**src/design/synth_core_pkg.sv**
```systemverilog
// Purpose: Shared constants for the synthesizer digital core
// Assumes: Single 100 MHz system clock samples every pin
// Notes:   Reference ratios indexed by the three select bits
package synth_core_pkg;
  localparam int          N_WIDTH       = 14;
  localparam int          R_WIDTH       = 14;
  localparam int          SEL_WIDTH     = 3;
  localparam logic [13:0] N_MIN         = 14'h0005;
  localparam logic [13:0] N_RESET       = 14'h0005;
  localparam logic [13:0] SHIFT_RESET   = 14'h0000;
  localparam logic [13:0] CNT_RESET     = 14'h0000;
  localparam int          CLK_PERIOD_NS = 10;
  localparam int          LOCK_WIN_NS   = 50;
  localparam int          LOCK_WIN_CYC  = (LOCK_WIN_NS / CLK_PERIOD_NS < 1) ? 1 :
                                          LOCK_WIN_NS / CLK_PERIOD_NS;
  localparam logic [3:0]  LOCK_WIN      = LOCK_WIN_CYC[3:0];
  localparam logic [2:0]  LOCK_COUNT    = 3'h4;

  function automatic logic [13:0] ref_ratio(input logic [2:0] sel);
    case (sel)
      3'h0:    ref_ratio = 14'h0010;
      3'h1:    ref_ratio = 14'h0200;
      3'h2:    ref_ratio = 14'h0400;
      3'h3:    ref_ratio = 14'h0800;
      3'h4:    ref_ratio = 14'h0E54;
      3'h5:    ref_ratio = 14'h1000;
      3'h6:    ref_ratio = 14'h1800;
      default: ref_ratio = 14'h2000;
    endcase
  endfunction
endpackage

```
**src/design/synth_core.sv**
```systemverilog
// Purpose: Serial-programmed feedback divider, pin-selected reference divider, phase detector
// Assumes: All pins asynchronous to clk; pin rates well below half of clk
// Notes:   Tri-state outputs are value plus enable; the wire is resolved outside
//
// How it works
// - Crystal is divided by one of 16,512,1024,2048,3668,4096,6144,8192
// - Feedback ratio accepted from 5 to 16383 inclusive
// - Feedback counter counts RF input edges and divides by latched ratio
// - Shift register advances one bit per serial clock rising edge, taking data
// - Word is 14 bits MSB first; after 14 edges LSB sits in stage one
// - Enable high copies shift register into ratio latch; low holds it
// - Lock indicator low when out of lock, high when locked
// - Passive and active outputs are three-state; differential pair also provided
// - Reference output carries a buffered copy of the crystal signal
`timescale 1ns/100ps
module synth_core (
  input  wire logic clk,
  input  wire logic rst,
  input  wire logic crystal_in,
  input  wire logic rf_in,
  input  wire logic serial_clk,
  input  wire logic serial_data,
  input  wire logic serial_enable,
  input  wire logic ref_ratio_sel_bit0,
  input  wire logic ref_ratio_sel_bit1,
  input  wire logic ref_ratio_sel_bit2,
  output logic      crystal_drive,
  output logic      ref_out,
  output logic      passive_filter_pump_out,
  output logic      passive_filter_pump_oe,
  output logic      active_filter_pump_out,
  output logic      active_filter_pump_oe,
  output logic      diff_pump_v,
  output logic      diff_pump_r,
  output logic      lock_indicator
);
  // Two-stage synchronisers, one bit per pin
  localparam int NSYNC = 8;
  logic [NSYNC-1:0] pins;
  logic [NSYNC-1:0] s1_q;
  logic [NSYNC-1:0] s2_q;
  // Third stage is the delayed copy used only for edge detection
  logic [NSYNC-1:0] s3_q;
  assign pins = {ref_ratio_sel_bit2, ref_ratio_sel_bit1, ref_ratio_sel_bit0,
                 serial_enable, serial_data, serial_clk, rf_in, crystal_in};

  logic       xtal_s, rf_s, sck_s, sdat_s, sen_s;
  logic [2:0] sel_s;
  logic       xtal_p, rf_p, sck_p;
  assign xtal_s = s2_q[0];
  assign rf_s   = s2_q[1];
  assign sck_s  = s2_q[2];
  assign sdat_s = s2_q[3];
  assign sen_s  = s2_q[4];
  assign sel_s  = s2_q[7:5];
  assign xtal_p = s3_q[0];
  assign rf_p   = s3_q[1];
  assign sck_p  = s3_q[2];

  logic [13:0] shift_q, shift_d;
  logic [13:0] latch_q, latch_d;
  logic [13:0] ncnt_q, ncnt_d;
  logic [13:0] rcnt_q, rcnt_d;
  logic        up_q, up_d;
  logic        dn_q, dn_d;
  logic [3:0]  width_q, width_d;
  logic [2:0]  good_q, good_d;
  logic        lock_q, lock_d;
  logic        crystal_drive_q, crystal_drive_d;
  logic        refo_q, refo_d;
  logic        pp_q, pp_d, pp_oe_q, pp_oe_d;
  logic        pa_q, pa_d, pa_oe_q, pa_oe_d;
  logic        dv_q, dv_d, dr_q, dr_d;

  logic [13:0] n_eff, r_eff;
  logic        n_tick, r_tick;

  // Rising edge of a synchronised pin against its one-clock-late copy
  function automatic logic rise(input logic now_v, input logic prev_v);
    return now_v && !prev_v;
  endfunction

  always_comb begin
    shift_d = shift_q;
    latch_d = latch_q;
    ncnt_d  = ncnt_q;
    rcnt_d  = rcnt_q;
    up_d    = up_q;
    dn_d    = dn_q;
    width_d = width_q;
    good_d  = good_q;
    lock_d  = lock_q;
    n_tick  = 1'b0;
    r_tick  = 1'b0;

    // Serial load: data sampled at the rising edge of the serial clock
    if (rise(sck_s, sck_p)) begin
      shift_d = {shift_q[12:0], sdat_s};
    end
    if (sen_s) begin
      latch_d = shift_q;
    end

    // Ratios below the legal minimum run at the minimum
    n_eff = (latch_q < synth_core_pkg::N_MIN) ? synth_core_pkg::N_MIN : latch_q;
    r_eff = synth_core_pkg::ref_ratio(sel_s);

    if (rise(rf_s, rf_p)) begin
      if (ncnt_q >= n_eff - 14'h0001) begin
        ncnt_d = synth_core_pkg::CNT_RESET;
        n_tick = 1'b1;
      end else begin
        ncnt_d = ncnt_q + 14'h0001;
      end
    end
    if (rise(xtal_s, xtal_p)) begin
      if (rcnt_q >= r_eff - 14'h0001) begin
        rcnt_d = synth_core_pkg::CNT_RESET;
        r_tick = 1'b1;
      end else begin
        rcnt_d = rcnt_q + 14'h0001;
      end
    end

    // Phase/frequency detector: first edge sets its flag, second clears both
    if (r_tick && n_tick) begin
      up_d = 1'b0;
      dn_d = 1'b0;
    end else if (r_tick) begin
      up_d = !dn_q;
      dn_d = 1'b0;
    end else if (n_tick) begin
      dn_d = !up_q;
      up_d = 1'b0;
    end

    // Lock: several compares in a row with error no wider than the window
    if (up_q || dn_q) begin
      width_d = (width_q == 4'hF) ? width_q : width_q + 4'h1;
    end
    if ((up_q || dn_q) && !(up_d || dn_d) || (r_tick && n_tick)) begin
      width_d = 4'h0;
      if (width_q <= synth_core_pkg::LOCK_WIN) begin
        good_d = (good_q == synth_core_pkg::LOCK_COUNT) ? good_q : good_q + 3'h1;
      end else begin
        good_d = 3'h0;
      end
    end
    if ((up_q || dn_q) && width_q > synth_core_pkg::LOCK_WIN) begin
      good_d = 3'h0;
    end
    lock_d = (good_d == synth_core_pkg::LOCK_COUNT);

    crystal_drive_d  = !xtal_s;
    refo_d  = xtal_s;
    pp_d    = up_d;
    pp_oe_d = up_d ^ dn_d;
    pa_d    = dn_d;
    pa_oe_d = up_d ^ dn_d;
    dv_d    = dn_d;
    dr_d    = up_d;
  end

  always_ff @(posedge clk or posedge rst) begin
    if (rst) begin
      s1_q    <= '0;
      s2_q    <= '0;
      s3_q    <= '0;
      shift_q <= synth_core_pkg::SHIFT_RESET;
      latch_q <= synth_core_pkg::N_RESET;
      ncnt_q  <= synth_core_pkg::CNT_RESET;
      rcnt_q  <= synth_core_pkg::CNT_RESET;
      up_q    <= 1'b0;
      dn_q    <= 1'b0;
      width_q <= 4'h0;
      good_q  <= 3'h0;
      lock_q  <= 1'b0;
      crystal_drive_q  <= 1'b0;
      refo_q  <= 1'b0;
      pp_q    <= 1'b0;
      pp_oe_q <= 1'b0;
      pa_q    <= 1'b0;
      pa_oe_q <= 1'b0;
      dv_q    <= 1'b0;
      dr_q    <= 1'b0;
    end else begin
      s1_q    <= pins;
      s2_q    <= s1_q;
      s3_q    <= s2_q;
      shift_q <= shift_d;
      latch_q <= latch_d;
      ncnt_q  <= ncnt_d;
      rcnt_q  <= rcnt_d;
      up_q    <= up_d;
      dn_q    <= dn_d;
      width_q <= width_d;
      good_q  <= good_d;
      lock_q  <= lock_d;
      crystal_drive_q  <= crystal_drive_d;
      refo_q  <= refo_d;
      pp_q    <= pp_d;
      pp_oe_q <= pp_oe_d;
      pa_q    <= pa_d;
      pa_oe_q <= pa_oe_d;
      dv_q    <= dv_d;
      dr_q    <= dr_d;
    end
  end

  assign crystal_drive           = crystal_drive_q;
  assign ref_out                 = refo_q;
  assign passive_filter_pump_out = pp_q;
  assign passive_filter_pump_oe  = pp_oe_q;
  assign active_filter_pump_out  = pa_q;
  assign active_filter_pump_oe   = pa_oe_q;
  assign diff_pump_v             = dv_q;
  assign diff_pump_r             = dr_q;
  assign lock_indicator          = lock_q;
endmodule

```
**config.mk**
```make
export PLATFORM = sky130hd
export DESIGN_NAME = synth_core
export DESIGN_NICKNAME = d
export VERILOG_FILES = /design/src/design/synth_core_pkg.sv /design/src/design/synth_core.sv
export SDC_FILE = /design/constraint.sdc
export NUM_CORES = 1
export LEC_CHECK = 0
export ABC_AREA = 1
export BUFFER_PORTS_ARGS = -buffer_cell sky130_fd_sc_hd__buf_2
export CAP_MARGIN = 20
export CORE_UTILIZATION = 58
export CTS_BUF_LIST = sky130_fd_sc_hd__clkbuf_4
export CTS_CLUSTER_SIZE = 12
export DETAILED_ROUTE_END_ITERATION = 16
export GPL_TIMING_DRIVEN = 0
export PLACE_DENSITY_LB_ADDON = 0.25
export SLEW_MARGIN = 5
export SYNTH_ARGS = -nofsm -noshare
export SYNTH_HDL_FRONTEND = slang
export SYNTH_SLANG_ARGS = --single-unit
```
**constraint.sdc**
```tcl
create_clock -name clk -period 3.85 [get_ports clk]
set_clock_uncertainty 0.1 [all_clocks]
set_input_delay 0.1925 -clock clk [delete_from_list [all_inputs] [get_ports clk]]
set_output_delay 0.1925 -clock clk [all_outputs]
set_load 0.03 [all_outputs]
```
; After elaboration in Yosys (flattened, before gate mapping)
; Index checks and enable logic that the tools add are counted.
[word_totals]
register_bits = 88
input_bits = 10
wordCells = 77
[classes]
add_sub_neg = 6
n_lt_le_gt_ge = 5
n_eq_ne = 10
muxes = 21
bitwise = 1
n_reduce_logical = 19
[ops]
columns = op, count
row1 = 14-bit case mux with 7 select lines, 1
row2 = 14-bit two-way mux, 3
row3 = "14-bit by 1-bit adder with 14-bit output, second input constant", 2
row4 = 14-bit greater-or-equal comparator, 2
row5 = "14-bit by 1-bit subtractor with 14-bit output, second input constant", 2
row6 = "3-bit == test, second input constant", 5
row7 = "14-bit by 3-bit less-than comparator with 1-bit output, second input constant", 1
row8 = 3-bit two-way mux, 4
row9 = 4-bit two-way mux, 3
row10 = 1-bit two-way mux, 10
row11 = 1-bit zero test, 7
row12 = "3-bit by 2-bit == test with 1-bit output, second input constant", 2
row13 = 1-bit logical AND, 6
row14 = "4-bit by 1-bit adder with 4-bit output, second input constant", 1
row15 = "4-bit == test, second input constant", 1
row16 = "4-bit by 3-bit > comparator with 1-bit output, second input constant", 1
row17 = "4-bit by 3-bit less-or-equal comparator with 1-bit output, second input constant", 1
row18 = "3-bit by 1-bit adder with 3-bit output, second input constant", 1
row19 = "3-bit by 1-bit == test with 1-bit output, second input constant", 1
row20 = 3-bit zero test, 1
row21 = 1-bit logical OR, 3
row22 = "2-bit by 1-bit != test with 1-bit output, second input constant", 1
row23 = 2-bit AND reduction, 1
row24 = 2-bit nonzero test, 1
row25 = 1-bit XOR, 1

; Logic depth before layout (Yosys ltp)
[logic_depth]
word_depth = 16
mapped_depth = 30
ltp_nobuf = 30

; Worst setup path after synthesis
; Ideal clock, no wire load.
[synth_path]
path_type = register to register
from = reg latch_q[2]
to = reg width_q[2]
arrival_time_ns = 3.624
t_required_ns = 3.631
path_slack_ns = 0.007
path_stages_with_launch = 25
n_path_buf = 0
period_less_slack_ns = 3.843
cell_sequence = dfstp_2 > inv_1 > o2111ai_1 > and2_1 > ha_1 > nand3_1 > nor2_1 > nand2_1 > xor2_1 > ha_1 > nand2_1 > inv_1 > nand2_1 > nor2_1 > nor2_1 > nand2_1 > nor2_1 > nor2_2 > a211oi_1 > inv_1 > ha_1 > o31ai_1 > nand2_2 > a21oi_1 > nor2_1
[synth_between]
elab_chain_cells = 15
elab_cells_between_ends = 21
classes_between = add/sub (1) / order compare (2) / eq/ne (1) / mux (10) / reduce/logical (7)
[synth_lines]
columns = element, line_no
row1 = from (decl), synth_core.sv:61  ; logic [13:0] latch_q, latch_d;
row2 = from (signal assigned), synth_core.sv:170  ; latch_q <= synth_core_pkg::N_RESET;
row3 = from (signal assigned), synth_core.sv:191  ; latch_q <= latch_d;
row4 = 14-bit by 3-bit less-than comparator with 1-bit output, synth_core.sv:105  ; n_eff = (latch_q < synth_core_pkg::N_MIN) ? synth_core_pkg::N_MIN : latch_q;
row5 = 14-bit two-way mux *, synth_core.sv:105
row6 = 14-bit by 1-bit subtractor with 14-bit output *, synth_core.sv:109  ; if (ncnt_q >= n_eff - 14'h0001) begin
row7 = 14-bit greater-or-equal comparator *, synth_core.sv:109
row8 = 1-bit two-way mux *, synth_core.sv:109
row9 = 1-bit two-way mux *, synth_core.sv:108  ; if (rise(rf_s, rf_p)) begin
row10 = 1-bit two-way mux, synth_core.sv:132  ; end else if (n_tick) begin
row11 = 1-bit two-way mux, synth_core.sv:129  ; end else if (r_tick) begin
row12 = 1-bit two-way mux *, synth_core.sv:126  ; if (r_tick && n_tick) begin
row13 = net dr_d, synth_core.sv:73  ; logic dv_q, dv_d, dr_q, dr_d;
row14 = 1-bit logical OR *, synth_core.sv:141  ; if ((up_q || dn_q) && !(up_d || dn_d) || (r_tick && n_tick)) begin
row15 = 1-bit zero test *, synth_core.sv:141
row16 = 1-bit logical AND *, synth_core.sv:141
row17 = 1-bit logical OR *, synth_core.sv:141
row18 = 2-bit by 1-bit != test with 1-bit output (no source line) or 2-bit nonzero test (tied branches), n/a
row19 = 2-bit AND reduction (no source line), n/a
row20 = to (signal assigned), synth_core.sv:196  ; width_q <= width_d;
row21 = to (decl), synth_core.sv:66  ; logic [3:0] width_q, width_d;
; The timed path passes the listed nets; every way through them passes the cells marked *.
; A chain may end at the register's enable or synchronous reset.

; Worst setup path after layout
[layout_path]
from = reg latch_q[2]
to = reg width_q[2]
[layout_between]
elab_chain_cells = 15
elab_cells_between_ends = 21
classes_between = add/sub (1) / order compare (2) / eq/ne (1) / mux (10) / reduce/logical (7)
[layout_lines]
columns = element, line_no
row1 = 14-bit by 3-bit less-than comparator with 1-bit output, synth_core.sv:105
row2 = 14-bit two-way mux *, synth_core.sv:105
row3 = 14-bit by 1-bit subtractor with 14-bit output *, synth_core.sv:109
row4 = 14-bit greater-or-equal comparator *, synth_core.sv:109
row5 = 1-bit two-way mux *, synth_core.sv:109
row6 = 1-bit two-way mux *, synth_core.sv:108
row7 = 1-bit two-way mux, synth_core.sv:132
row8 = 1-bit two-way mux, synth_core.sv:129
row9 = 1-bit two-way mux *, synth_core.sv:126
row10 = net dn_d, synth_core.sv:65  ; logic dn_q, dn_d;
row11 = 1-bit logical OR *, synth_core.sv:141
row12 = 1-bit zero test *, synth_core.sv:141
row13 = 1-bit logical AND *, synth_core.sv:141
row14 = 1-bit logical OR *, synth_core.sv:141
row15 = 2-bit by 1-bit != test with 1-bit output (no source line) or 2-bit nonzero test (tied branches), n/a
row16 = 2-bit AND reduction (no source line), n/a
; Marks and branches as above.

==> reports/results.tsv <==
stage	metric	value	unit
detailed_routing	drc	0	
floorplanning	num_rows	32	
critical_path	endpoint	width_q[2]	
critical_path	reg2reg_slack	-0.12	ns
pwr	powerDensity	536	nW/µm²
clock_tree	cts_tree	done	
critical_path	startpoint_type	flip-flop	
pwr	p_leak	0.00293	µW
detailed_routing	postRouteAntennaNets	0	
placement	dp_hpwl	6200	µm
layout	final_cell_mix	nand2_1, dfrtp_1, inv_1	
logic_synthesis	synth_nets	608	
layout	drive_above_1_share	22.1	%
critical_path	worstSetupPathType	flip-flop to flip-flop	
status	violations	setup timing	
critical_path	setup.worst_path.start	latch_q[2]	
global_routing	grt_pass1_vias	3776	
detailed_routing	via_per_inst	5.18	
critical_path	r2r-start	latch_q[2]	
logic_synthesis	yosys_warnings	0	
flow_run	max_cap_viol_count	0	
clock_tree	cts_made_buffers	9	
critical_path	r2r_cells	23	
placement	place_congestion	0.841	
sta	rsz0062_at_grt	yes	
floorplanning	die_h	91.8	µm
logic_synthesis	synth_cell_types	36	
pwr	peakVddDrop	0.257	mV
sta	post-route-period-util	103	%
logic_synthesis	avgSynthCellArea	8.31	µm²
critical_path	crit_fanout	6	
critical_path	arrival	4.25	ns
clock_tree	cts_max_level	3	
sta	final_hold_viol_count	0	
clock_tree	cts_num_sinks	87	
global_routing	overflow	0	
global_routing	grtUsageTotal	24.2	%
layout	areaGrowthSynthToFinish	20.7	%
placement	preCtsSetupSlack	-0.558	ns
critical_path	path_cells	inv_1 > o2111ai_2 > nand2_2 > inv_2 > nand2_1 > inv_2 > nand2_1 > nor3_1 > nor2_1 > ha_1 > a21oi_2 > nor2_4 > nor2_4 > nand3_2 > nand2_4 > nor2_2 > nor3_2 > inv_1 > ha_4 > o31ai_4 > nand2_2 > a21oi_1 > nor2_1	
layout	nNetsFinal	678	
global_routing	antenna_found_initial	0	
floorplanning	core	7770	µm²
sta	slew_viol_final	0	
floorplanning	ios	19	
global_routing	grt_pass1_wl	16300	µm
sta	relSlewSlack	63.3	%
critical_path	critPathSlowestCell	dfstp_2	
logic_synthesis	ys_ff_latch	87	
layout	layout.cells.most_common	nand2_1	
layout	antennaDiodeCount	0	
critical_path	required	4.13	ns
sta	timing.fmax	0.252	GHz
logic_synthesis	seq_area_frac_synth	46.6	%
critical_path	r2r-end	width_q[2]	
floorplanning	fp.dieW	91.8	µm
critical_path	crit_path_end_kind	flip-flop	
clock_tree	clock_latency	0.47	ns
clock_tree	clk_pin_slew_worst_paths	0.17	ns
layout	utilization	72.7	%
global_routing	grt_max_degree	46	
floorplanning	die_area	8430	µm²
sta	fin_crit	3.97	ns
sta	worst_slew_pin_slew	0.551	ns
floorplanning	start_util	60.2	%
clock_tree	cts_root_buffer	clkbuf_4	
sta	setup_viol	7	
logic_synthesis	syn_inst	563	
detailed_routing	dr_total_vias	3831	
status	status	complete, but fails checks	
detailed_routing	wl_per_cell	13.5	µm
sta	worst_slack	-0.116	ns
critical_path	cpPeakStageDelay	0.54	ns
hold_path	min_path_type	primary input to async pin	
detailed_routing	drt_iter0_drc	158	
clock_tree	cts_buffer_depth	2	
detailed_routing	routed_wl	10000	µm
placement	numPortBuffers	18	
logic_synthesis	synthesis.area	4680	µm²
detailed_routing	firstDrtPassIters	4	
[synthesized netlist by cell type]
cell type,n,area [µm²]
dfrtp_1,85,2130
nand2_1,110,413
nor2_1,83,312
nor4_1,3,18.8
conb_1,1,3.75
buf_2,2,10.0
o31ai_1,2,15.0
o21ai_0,28,140
nor2_2,4,25.0
nor4_4,1,21.3
nand2_2,2,12.5
or2_1,1,6.26
o2111ai_1,1,8.76
inv_1,89,334
ha_1,35,438
and2_1,2,12.5
nand4_1,7,43.8
xor2_1,25,219
o21a_1,1,7.51
a211oi_1,1,7.51
a21oi_1,23,115
dfstp_2,2,52.6
nor3_4,1,16.3
inv_2,3,11.3
nand4_2,1,12.5
nand3_1,22,110
buf_6,1,11.3
buf_4,3,22.5
nor2_8,1,20.0
nor3_1,13,65.1
nor2_4,1,11.3
a21o_1,1,7.51
mux2_2,1,11.3
o21bai_1,1,7.51
nor3_2,1,10.0
clkbuf_1,5,18.8
[where the power goes]
group | total (µW) | internal, µW | switching, µW
Clock | 534 | 158 | 377
Sequential | 1270 | 1100 | 175
Combinational | 1220 | 496 | 720
Total | 3020 | 1750 | 1270
[registers in the layout (all words and copies together) (netlist names), 4 cells and up]
name,count
rcnt_q,14
ncnt_q,14
shift_q,14
width_q,4
s1_q,8
latch_q,14
s2_q,8
[final cells by class]
type	instances	area, µm²
Clock inverter	7	86.3
Tap cell	102	128
Timing Repair Buffer	59	437
Inverter	92	350
Sequential cell	87	2180
Buffer	11	62.6
Fill cell	573	2120
Multi-Input combinational cell	373	2330
Clock buffer	9	67.6
[per-layer routing]
metal	GRT usage [%]	share of wire, %	vias up
met1	29.5	41	1841
li1	-	-	1899
met2	43.7	53	75
met3	4.23	3.2	16
met4	7.03	1.9	0
met5	0	0	-
[worst max-delay path: cells and delay by family (launching register included)]
kind,cells,cell delay [ns]
flip-flops,1,0.54
AO/OA/AOI/OAI,4,0.81
buffers and inverters,4,0.37
adder cells (fa/ha/maj),2,0.53
AND/OR/NAND/NOR,13,1.53
[worst min-delay path by stage]
stage                from  endpoint  slack [ns]  cells after the start
2_1_floorplan  crystal_in   s1_q[0]        0.12                      0
3_3_place_gp   serial_clk   s1_q[2]        0.20                      1
3_5_place_dp          rst   s2_q[0]        0.19                      2
4_1_cts               rst   s1_q[0]        0.22                      3
5_1_grt        serial_clk   s1_q[2]        0.24                      2
6_report              rst   s1_q[0]        0.21                      3
[per-stage QoR]
step | area, µm² | power (µW) | std cells | hold WS [ns] | TNS, ns
2_1_floorplan | 4680 | 1990 | 563 | 0.124 | 0
3_3_place_gp | 4900 | 2170 | 683 | 0.200 | -3.16
3_5_place_dp | 4920 | 2220 | 684 | 0.189 | -3.62
4_1_cts | 5410 | 2900 | 727 | 0.218 | -0.0375
5_1_grt | 5650 | 3240 | 740 | 0.237 | -2.20
6_report | 5650 | 3020 | 740 | 0.214 | -0.387
[logic make-up after synthesis]
| logic type | synth area share [%] |
|---|---|
| compound gates | 6.61 |
| xor+xnor | 4.68 |
| fa+ha+maj | 9.36 |
| buf+inv | 8.72 |
| flops | 46.6 |
| mux | 0.241 |
| other cells | 0.0802 |
| simple gates | 23.7 |
[timing repair]
item / 4_1_cts / 5_1_grt
setup buffers: 18 / 13
endpoints found under the setup margin: 8 / 8
pin swaps: 21 / 35
endpoints found under the hold margin: 50 / 0
hold buffers: 9 / 0
gates resized for setup: 32 / 38
Note: power is estimated with default switching activity, not from simulation.
